==> config.mk <==
export PLATFORM = sky130hd
export DESIGN_NAME = irq_request_front_end
export DESIGN_NICKNAME = d
export VERILOG_FILES = /design/src/verilog/irq_front_end_pkg.sv /design/src/verilog/irq_edge_if.sv /design/src/verilog/ext_edge_detect.sv /design/src/verilog/group_flag_merge.sv /design/src/verilog/irq_request_front_end.sv
export VERILOG_INCLUDE_DIRS = /design/src /design/src/verilog
export SDC_FILE = /design/constraint.sdc
export NUM_CORES = 1
export LEC_CHECK = 0
export BUFFER_PORTS_ARGS = -buffer_cell sky130_fd_sc_hd__buf_2
export CAP_MARGIN = 25
export CORE_MARGIN = 3
export CORE_UTILIZATION = 55
export CTS_CLUSTER_SIZE = 12
export DETAILED_ROUTE_END_ITERATION = 12
export PLACE_DENSITY = 0.86
export SLEW_MARGIN = 0
export SYNTH_ARGS = -nofsm -noshare
export SYNTH_HDL_FRONTEND = slang
export SYNTH_SLANG_ARGS = --single-unit
==> constraint.sdc <==
create_clock -name i_clk -period 4.3 [get_ports i_clk]
set_input_delay 0.86 -clock i_clk [delete_from_list [all_inputs] [get_ports i_clk]]
set_output_delay 0.86 -clock i_clk [all_outputs]
set_load 0.005 [all_outputs]
==> src/verilog/irq_front_end_cfg.svh <==
// constants of the interrupt request front end: indices, masks, fields
// assumes an 8-bit special register port on the 10 MHz system clock
//
// Overview of operation
// - a pending, enabled request under global enable interrupts the core.
// - four external pins, numbered zero to three, raise their own requests.
// - timer, time base, low-voltage, eeprom, serial and analog units request.
// - hardware sets each flag; only register writes change enable bits.
// - four primary, six grouped and one edge-select control register.
// - every source owns an enable and a flag; a global enable gates all.
// - each timer raises period and compare requests, each serial port one.
// - edge select: one read/write 2-bit field per pin, pin 3 top, reset 0.
// - edge field 00 disables, 01 rising, 10 falling, 11 both edges.
// - flag 1 means a request is pending; enable 1 lets its source through.
`ifndef IRQ_FRONT_END_CFG_SVH
`define IRQ_FRONT_END_CFG_SVH

`define IRQ_ADDR_W         4
`define IRQ_IDX_EDGE_SEL   4'h0
`define IRQ_IDX_PRIMARY0   4'h1
`define IRQ_IDX_PRIMARY1   4'h2
`define IRQ_IDX_PRIMARY2   4'h3
`define IRQ_IDX_PRIMARY3   4'h4
`define IRQ_IDX_GROUP0     4'h5
`define IRQ_GROUP_COUNT    6

`define IRQ_RST_BYTE       8'h00

`define IRQ_WMASK_PRIMARY0 8'h7F
`define IRQ_WMASK_PRIMARY1 8'h9F
`define IRQ_WMASK_PRIMARY2 8'h6F
`define IRQ_WMASK_PRIMARY3 8'h3F
`define IRQ_WMASK_GROUP    48'h33FF_FF33_FFFF
`define IRQ_FMASK_GROUP    24'h33_B3FF

`define IRQ_BIT_GLOBAL_EN  0
`define IRQ_BIT_EXT0_EN    1
`define IRQ_BIT_EXT1_EN    2
`define IRQ_BIT_EXT0_FLAG  4
`define IRQ_BIT_EXT1_FLAG  5
`define IRQ_BIT_CONV_FLAG  7
`define IRQ_BIT_CMP_FLAG   4
`define IRQ_BIT_TB1_FLAG   6
`define IRQ_BIT_TB0_FLAG   5
`define IRQ_BIT_EXT3_FLAG  5
`define IRQ_BIT_EXT2_FLAG  4
`define IRQ_BIT_GRP0_FLAG  5
`define IRQ_BIT_GRP1_FLAG  6
`define IRQ_BIT_GRP2_FLAG  4
`define IRQ_BIT_GRP3_FLAG  7
`define IRQ_BIT_GRP4_FLAG  6
`define IRQ_BIT_GRP5_FLAG  7
`define IRQ_BIT_STD_CMP    7
`define IRQ_BIT_STD_PER    6
`define IRQ_BIT_PTM_CMP    5
`define IRQ_BIT_PTM_PER    4
`define IRQ_BIT_SER_FLAG   7
`define IRQ_BIT_EE_FLAG    5
`define IRQ_BIT_LV_FLAG    4
`define IRQ_BIT_UART1_FLAG 5
`define IRQ_BIT_UART0_FLAG 4

`endif

==> src/verilog/irq_front_end_pkg.sv <==
// types and shared helpers of the interrupt request front end
// assumes the constants header is compiled alongside
package irq_front_end_pkg;

    typedef logic [7:0] byte_type;

    typedef enum logic [1:0] {
        edge_off,
        edge_rise,
        edge_fall,
        edge_both
    } edge_mode_type;

    // flags sit in the high nibble, their enables in the low one
    function automatic logic nibble_pending(input byte_type r,
                                            input logic [3:0] m);
        nibble_pending = |(r[7:4] & r[3:0] & m);
    endfunction : nibble_pending

endpackage : irq_front_end_pkg

==> src/verilog/irq_edge_if.sv <==
// carrier between the register file and the external edge detector
// assumes both ends run on the same system clock
`timescale 1ns/1ps
`default_nettype none
interface irq_edge_if;
    logic [7:0] edge_sel;
    logic [3:0] edge_evt;

    modport detector (input edge_sel, output edge_evt);
    modport owner    (output edge_sel, input edge_evt);
endinterface : irq_edge_if
`default_nettype wire

==> src/verilog/ext_edge_detect.sv <==
// synchronises the external interrupt pins and flags qualifying edges
// assumes pins are asynchronous to i_clk; events are one-cycle pulses
`timescale 1ns/1ps
`default_nettype none
module ext_edge_detect #(
    parameter int PINS = 4
) (
    input  wire logic            i_clk,
    input  wire logic            i_sys_rst,
    input  wire logic [PINS-1:0] i_pins,
    irq_edge_if.detector         edge_port
);
    logic [PINS-1:0] meta_reg;
    logic [PINS-1:0] sync_reg;
    logic [PINS-1:0] prev_reg;

    always_ff @(posedge i_clk or posedge i_sys_rst) begin
        if (i_sys_rst) begin
            meta_reg <= '0;
            sync_reg <= '0;
            prev_reg <= '0;
        end else begin
            meta_reg <= i_pins;
            sync_reg <= meta_reg;
            prev_reg <= sync_reg;
        end
    end

    always_comb begin
        for (int n = 0; n < PINS; n++) begin
            case (irq_front_end_pkg::edge_mode_type'(
                      edge_port.edge_sel[2*n +: 2]))
                irq_front_end_pkg::edge_rise:
                    edge_port.edge_evt[n] = sync_reg[n] & ~prev_reg[n];
                irq_front_end_pkg::edge_fall:
                    edge_port.edge_evt[n] = ~sync_reg[n] & prev_reg[n];
                irq_front_end_pkg::edge_both:
                    edge_port.edge_evt[n] = sync_reg[n] ^ prev_reg[n];
                default:
                    edge_port.edge_evt[n] = 1'b0;
            endcase
        end
    end
endmodule : ext_edge_detect
`default_nettype wire

==> src/verilog/group_flag_merge.sv <==
// derives the grouped request flags from the grouped control registers
// assumes the grouped registers are presented packed, group 0 lowest
`timescale 1ns/1ps
`default_nettype none
`include "irq_front_end_cfg.svh"
module group_flag_merge #(
    parameter int GROUPS = `IRQ_GROUP_COUNT
) (
    input  wire logic                i_clk,
    input  wire logic                i_sys_rst,
    input  wire logic [8*GROUPS-1:0] i_group_regs,
    input  wire logic [4*GROUPS-1:0] i_flag_masks,
    output logic      [GROUPS-1:0]   o_group_flag
);
    logic [GROUPS-1:0] group_next;

    always_comb begin
        for (int g = 0; g < GROUPS; g++) begin
            group_next[g] = irq_front_end_pkg::nibble_pending(
                i_group_regs[8*g +: 8], i_flag_masks[4*g +: 4]);
        end
    end

    always_ff @(posedge i_clk or posedge i_sys_rst) begin
        if (i_sys_rst) begin
            o_group_flag <= '0;
        end else begin
            o_group_flag <= group_next;
        end
    end
endmodule : group_flag_merge
`default_nettype wire

==> src/verilog/irq_request_front_end.sv <==
// interrupt request front end: edge select, primary and grouped control
// registers on an 8-bit special register port, and the core request
// assumes peripheral events are one-cycle pulses on i_clk
`timescale 1ns/1ps
`default_nettype none
`include "irq_front_end_cfg.svh"
module irq_request_front_end (
    input  wire logic                   i_clk,
    input  wire logic                   i_sys_rst,
    input  wire logic [`IRQ_ADDR_W-1:0] i_reg_addr,
    input  wire logic                   i_reg_wr,
    input  wire logic [7:0]             i_reg_wdata,
    output logic      [7:0]             o_reg_rdata,
    input  wire logic [3:0]             i_ext_irq_pins,
    input  wire logic [1:0]             i_std_timer_period,
    input  wire logic [1:0]             i_std_timer_compare,
    input  wire logic [3:0]             i_per_timer_period,
    input  wire logic [3:0]             i_per_timer_compare,
    input  wire logic [1:0]             i_timebase_evt,
    input  wire logic                   i_lowvolt_evt,
    input  wire logic                   i_eeprom_evt,
    input  wire logic                   i_serial_if_evt,
    input  wire logic [1:0]             i_serial_port_evt,
    input  wire logic                   i_comparator_evt,
    input  wire logic                   i_converter_evt,
    output logic                        o_cpu_irq
);
    localparam int GROUPS = `IRQ_GROUP_COUNT;

    irq_front_end_pkg::byte_type edge_select_reg;
    irq_front_end_pkg::byte_type primary_reg [4];
    irq_front_end_pkg::byte_type group_reg   [GROUPS];
    irq_front_end_pkg::byte_type primary_set [4];
    irq_front_end_pkg::byte_type group_set   [GROUPS];
    irq_front_end_pkg::byte_type primary_view [4];
    irq_front_end_pkg::byte_type read_next;
    irq_front_end_pkg::byte_type primary_wmask [4];

    logic [8*GROUPS-1:0] group_packed;
    logic [8*GROUPS-1:0] group_wmask;
    logic [4*GROUPS-1:0] group_fmask;
    logic [GROUPS-1:0]   group_flag;
    logic                pending;
    logic                irq_next;

    irq_edge_if edge_link ();

    // write-to-register index helpers
    function automatic logic hit(input logic [`IRQ_ADDR_W-1:0] idx);
        hit = i_reg_wr && (i_reg_addr == idx);
    endfunction : hit

    assign primary_wmask[0] = `IRQ_WMASK_PRIMARY0;
    assign primary_wmask[1] = `IRQ_WMASK_PRIMARY1;
    assign primary_wmask[2] = `IRQ_WMASK_PRIMARY2;
    assign primary_wmask[3] = `IRQ_WMASK_PRIMARY3;
    assign group_wmask      = `IRQ_WMASK_GROUP;
    assign group_fmask      = `IRQ_FMASK_GROUP;

    // external pins: edge selection leaves, events come back
    assign edge_link.edge_sel = edge_select_reg;

    ext_edge_detect #(
        .PINS      (4)
    ) u_edge (
        .i_clk     (i_clk),
        .i_sys_rst (i_sys_rst),
        .i_pins    (i_ext_irq_pins),
        .edge_port (edge_link.detector)
    );

    always_comb begin
        for (int g = 0; g < GROUPS; g++) begin
            group_packed[8*g +: 8] = group_reg[g];
        end
    end

    group_flag_merge #(
        .GROUPS       (GROUPS)
    ) u_group (
        .i_clk        (i_clk),
        .i_sys_rst    (i_sys_rst),
        .i_group_regs (group_packed),
        .i_flag_masks (group_fmask),
        .o_group_flag (group_flag)
    );

    // hardware set vectors for the primary registers
    always_comb begin
        for (int r = 0; r < 4; r++) begin
            primary_set[r] = `IRQ_RST_BYTE;
        end
        primary_set[0][`IRQ_BIT_EXT0_FLAG] = edge_link.edge_evt[0];
        primary_set[0][`IRQ_BIT_EXT1_FLAG] = edge_link.edge_evt[1];
        primary_set[1][`IRQ_BIT_CONV_FLAG] = i_converter_evt;
        primary_set[1][`IRQ_BIT_CMP_FLAG]  = i_comparator_evt;
        primary_set[2][`IRQ_BIT_TB0_FLAG]  = i_timebase_evt[0];
        primary_set[2][`IRQ_BIT_TB1_FLAG]  = i_timebase_evt[1];
        primary_set[3][`IRQ_BIT_EXT2_FLAG] = edge_link.edge_evt[2];
        primary_set[3][`IRQ_BIT_EXT3_FLAG] = edge_link.edge_evt[3];
    end

    // hardware set vectors for the grouped registers
    always_comb begin
        for (int g = 0; g < GROUPS; g++) begin
            group_set[g] = `IRQ_RST_BYTE;
        end
        for (int t = 0; t < 2; t++) begin
            group_set[t][`IRQ_BIT_STD_CMP] = i_std_timer_compare[t];
            group_set[t][`IRQ_BIT_STD_PER] = i_std_timer_period[t];
            group_set[t][`IRQ_BIT_PTM_CMP] = i_per_timer_compare[t];
            group_set[t][`IRQ_BIT_PTM_PER] = i_per_timer_period[t];
        end
        group_set[2][`IRQ_BIT_PTM_CMP]    = i_per_timer_compare[2];
        group_set[2][`IRQ_BIT_PTM_PER]    = i_per_timer_period[2];
        group_set[3][`IRQ_BIT_SER_FLAG]   = i_serial_if_evt;
        group_set[3][`IRQ_BIT_EE_FLAG]    = i_eeprom_evt;
        group_set[3][`IRQ_BIT_LV_FLAG]    = i_lowvolt_evt;
        group_set[4][`IRQ_BIT_PTM_CMP]    = i_per_timer_compare[3];
        group_set[4][`IRQ_BIT_PTM_PER]    = i_per_timer_period[3];
        group_set[5][`IRQ_BIT_UART1_FLAG] = i_serial_port_evt[1];
        group_set[5][`IRQ_BIT_UART0_FLAG] = i_serial_port_evt[0];
    end

    // edge select: plain read/write byte
    always_ff @(posedge i_clk or posedge i_sys_rst) begin
        if (i_sys_rst) begin
            edge_select_reg <= `IRQ_RST_BYTE;
        end else if (hit(`IRQ_IDX_EDGE_SEL)) begin
            edge_select_reg <= i_reg_wdata;
        end
    end

    // primary registers: a hardware set in the same cycle as a software
    // clear wins, so no event is lost to a read-modify-write
    always_ff @(posedge i_clk or posedge i_sys_rst) begin
        if (i_sys_rst) begin
            for (int r = 0; r < 4; r++) begin
                primary_reg[r] <= `IRQ_RST_BYTE;
            end
        end else begin
            for (int r = 0; r < 4; r++) begin
                if (hit(`IRQ_ADDR_W'(`IRQ_IDX_PRIMARY0 + r))) begin
                    primary_reg[r] <= (i_reg_wdata & primary_wmask[r])
                                      | primary_set[r];
                end else begin
                    primary_reg[r] <= primary_reg[r] | primary_set[r];
                end
            end
        end
    end

    // grouped registers, same set-over-clear treatment
    always_ff @(posedge i_clk or posedge i_sys_rst) begin
        if (i_sys_rst) begin
            for (int g = 0; g < GROUPS; g++) begin
                group_reg[g] <= `IRQ_RST_BYTE;
            end
        end else begin
            for (int g = 0; g < GROUPS; g++) begin
                if (hit(`IRQ_ADDR_W'(`IRQ_IDX_GROUP0 + g))) begin
                    group_reg[g] <= (i_reg_wdata & group_wmask[8*g +: 8])
                                    | group_set[g];
                end else begin
                    group_reg[g] <= group_reg[g] | group_set[g];
                end
            end
        end
    end

    // primary registers as software sees them: group flags are derived
    always_comb begin
        for (int r = 0; r < 4; r++) begin
            primary_view[r] = primary_reg[r];
        end
        primary_view[1][`IRQ_BIT_GRP0_FLAG] = group_flag[0];
        primary_view[1][`IRQ_BIT_GRP1_FLAG] = group_flag[1];
        primary_view[2][`IRQ_BIT_GRP2_FLAG] = group_flag[2];
        primary_view[2][`IRQ_BIT_GRP3_FLAG] = group_flag[3];
        primary_view[3][`IRQ_BIT_GRP4_FLAG] = group_flag[4];
        primary_view[3][`IRQ_BIT_GRP5_FLAG] = group_flag[5];
    end

    // any primary source with flag and enable both set
    always_comb begin
        pending = (primary_reg[0][`IRQ_BIT_EXT0_FLAG]
                   & primary_reg[0][`IRQ_BIT_EXT0_EN])
                | (primary_reg[0][`IRQ_BIT_EXT1_FLAG]
                   & primary_reg[0][`IRQ_BIT_EXT1_EN]);
        for (int r = 1; r < 4; r++) begin
            pending = pending | irq_front_end_pkg::nibble_pending(
                primary_view[r], 4'hF);
        end
        irq_next = pending & primary_reg[0][`IRQ_BIT_GLOBAL_EN];
    end

    // level request to the core; it stays up until software clears the
    // flag, an enable, or the global enable
    always_ff @(posedge i_clk or posedge i_sys_rst) begin
        if (i_sys_rst) begin
            o_cpu_irq <= 1'b0;
        end else begin
            o_cpu_irq <= irq_next;
        end
    end

    // read mux, index map of eleven registers; unmapped reads as zero
    always_comb begin
        read_next = `IRQ_RST_BYTE;
        if (i_reg_addr == `IRQ_IDX_EDGE_SEL) begin
            read_next = edge_select_reg;
        end
        for (int r = 0; r < 4; r++) begin
            if (i_reg_addr == `IRQ_ADDR_W'(`IRQ_IDX_PRIMARY0 + r)) begin
                read_next = primary_view[r];
            end
        end
        for (int g = 0; g < GROUPS; g++) begin
            if (i_reg_addr == `IRQ_ADDR_W'(`IRQ_IDX_GROUP0 + g)) begin
                read_next = group_reg[g];
            end
        end
    end

    // registered read keeps the data port glitch-free; costs one cycle
    always_ff @(posedge i_clk or posedge i_sys_rst) begin
        if (i_sys_rst) begin
            o_reg_rdata <= `IRQ_RST_BYTE;
        end else begin
            o_reg_rdata <= read_next;
        end
    end

endmodule : irq_request_front_end
`default_nettype wire

==> impl_metrics.toml <==
[clock_tree]
clk_latency_ps = 370
cts_root_buf = "clkbuf_8"
cts_hold_buf = 0
clk_pin_slew_worst_paths_ps = 110
htreeDepth = 3
cts_made_buffers = 9
clock_path_buffers = 2
clkSinkCount = 100
post-cts-setup-buffers = 0
tritoncts = "yes"
cts_resized = 0

[critical_path]
cp_max_fo = 34
rrSetupSlack_ps = 2770
crit_start = "i_reg_addr[0]"
crit_arrival_ps = 2640
crit_family = "simple AND/OR/NAND/NOR gates"
critical_path.max_stage_delay_ps = 570
startpoint_type = "input port"
cp_slowest_cell = "buf_2"
crit_chain = "buf_2, and2b_1, and3_1, mux2_2"
end_kind = "flop"
cp.required_ps = 4560
regToRegStartpoint = "edge_link.edge_sel[0]"
cp.buffers_inverters = 1
critPathKind = "input port to flop"

[sta]
fin_crit_ps = 2380
rsz0062_at_grt = "false"
tightestPinTransition_ps = 798
timing_hold_violations_final = 0
setup_violations = 0
slew_headroom_pct = 46.6
finalCritPeriodShare_pct = 55.3
tns_ps = 0
maxSlewViolCount = 0
worst_clock_skew_ps = 7.93
max_freq_mhz = 420
final.setup.worst_slack_ps = 1920

[grt]
grt_start_max_net_pins = 80
grt_pass1_vias = 3499
grt_use_total_pct = 24.0
grt_pass1_wl_um = 18500
antenna_found_initial = 0
grt-ovfl-total = 0

[placement]
place_ws_ps = 1570
gp_congestion = 0.970
detailed_place_hpwl_um = 7990
io_buffers = 48

[power_and_ir_drop]
pwr-share-seq_pct = 55.8
power_density_mw_per_mm2 = 412
p_total_uw = 2180
p_sw_share_pct = 30.4
clockPowerShare_pct = 26.8
power.leakage_uw = 0.00225
power_frac_comb_pct = 17.3
p_switching_uw = 663
p_int_uw = 1520
peakVddDrop_uv = 233

[finish]
nNetsFinal = 481
largest_reg_flops = 40
drive_gt1_share_pct = 27.9
multiInputGateArea_mm2 = 0.00211
mostFrequentLayoutCell = "dfrtp_1"
fillCellCount = 654
area_growth_pct = 9.88
regArea_mm2 = 0.00250
antenna_cells = 0
layout_common_cells = "100 x dfrtp_1, 48 x buf_2, 40 x mux2_2"

[die]
ios = 49
dieArea_mm2 = 0.00991
core_area_mm2 = 0.00834
die_h_um = 99.5
start_util_pct = 57.7
die_x_um = 99.5
rows = 33

[routing]
wl_um = 11300
vias = 3451
drt-initial-drc-count = 286
drc_errors = 0
ant_nets = 0
wl_per_cell_um = 20.9
via_per_inst = 6.36
first_pass_iters = 5

[logic_synthesis]
ys_seq_area_share_pct = 52.0
syn_area_per_cell_um2 = 12.2
ys_types = 57
yosysWarnings = 0
ys_seq_elements = 100
synth-edff-count = 0
netlist_instances = 395
synthArstFlopShare_pct = 100
ys_dominant_reg_cell = "dfrtp_1"
synth_area_mm2 = 0.00481
synth_fp_nets = 443

[job]
maxCapViolCount = 0

[min_path]
hold_start = "u_edge.meta_reg[2]"
hold_class = "flop to flop"

[outcome]
status = "finished, final reports clean"
kinds of logic (layout without fill, tap and decap cells):
logic type,Yosys count,in the layout,synth area share [%]
simple gates,85,85,10.2
flops,100,100,52.0
mux,71,71,18.0
buf+inv,43,86,4.21
compound gates,88,88,13.5
fa+ha+maj,8,8,2.08
stage by stage:
step	cell area [um2]	std cells	hold slack, ps	utilization [%]
2_1_floorplan	4810	395	331	-
3_3_place_gp	5060	526	333	60.7
3_5_place_dp	5060	526	336	60.7
4_1_cts	5260	542	363	63.1
5_1_grt	5290	543	353	63.4
6_report	5290	543	360	63.4
layer usage:
layer,routed length (um),part of all wire (%),vias up,track usage (%)
met3,836,7.4,27,6.45
met5,39,0.34,-,3.08
li1,-,-,1530,-
met2,5390,48,184,37.1
met1,4790,42,1708,33.3
met4,263,2.3,2,6.83
worst reg2reg max path: cells and delay by family (launching register included):
family	cells	cell delay (ps)
DFF	1	430
and+or+nand+nor	1	130
AOI/OAI and AO/OA	2	340
muxes	1	520
worst paths after layout:
check,endpoint,cells past startpoint
min in group asynchronous,primary_reg[9],2
max in group asynchronous,group_packed[24],4
max reg2reg,o_reg_rdata[0],4
min,u_edge.sync_reg[2],0
max,group_packed[38],4
min reg2reg,u_edge.sync_reg[2],0
synthesized netlist by cell type, drive strengths merged (7+ instances only):
cell type	count	area share [%]
a211o	13	2.4
a21oi	10	1.0
a22oi	10	1.6
buf	16	2.1
clkbuf	7	0.57
dfrtp	100	52
ha	8	2.1
inv	20	1.6
mux2	50	12
mux2i	14	2.9
mux4	7	3.4
nand2	25	2.0
nand3	9	0.94
nand3b	10	1.6
nor2	11	1.3
nor2b	16	2.1
o21ai	16	1.7
final cells by class:
type / instances / area share (%)
Multi-Input combinational cell: 252 / 39.8
Clock inverter: 7 / 1.33
Tap cell: 105 / 2.49
Clock buffer: 9 / 2.34
Timing Repair Buffer: 50 / 5.21
Sequential cell: 100 / 47.3
Inverter: 20 / 1.47
power by group through the flow:
stage | clock network, uW | registers, uW | logic (uW)
finish | 585 | 1220 | 378
global route | 638 | 1230 | 414
CTS | 593 | 1210 | 374
detailed placement | 0 | 1230 | 373
global placement | 0 | 1220 | 360
floorplan | 0 | 1180 | 281
No activity file was read; power rests on OpenSTA's default activity.
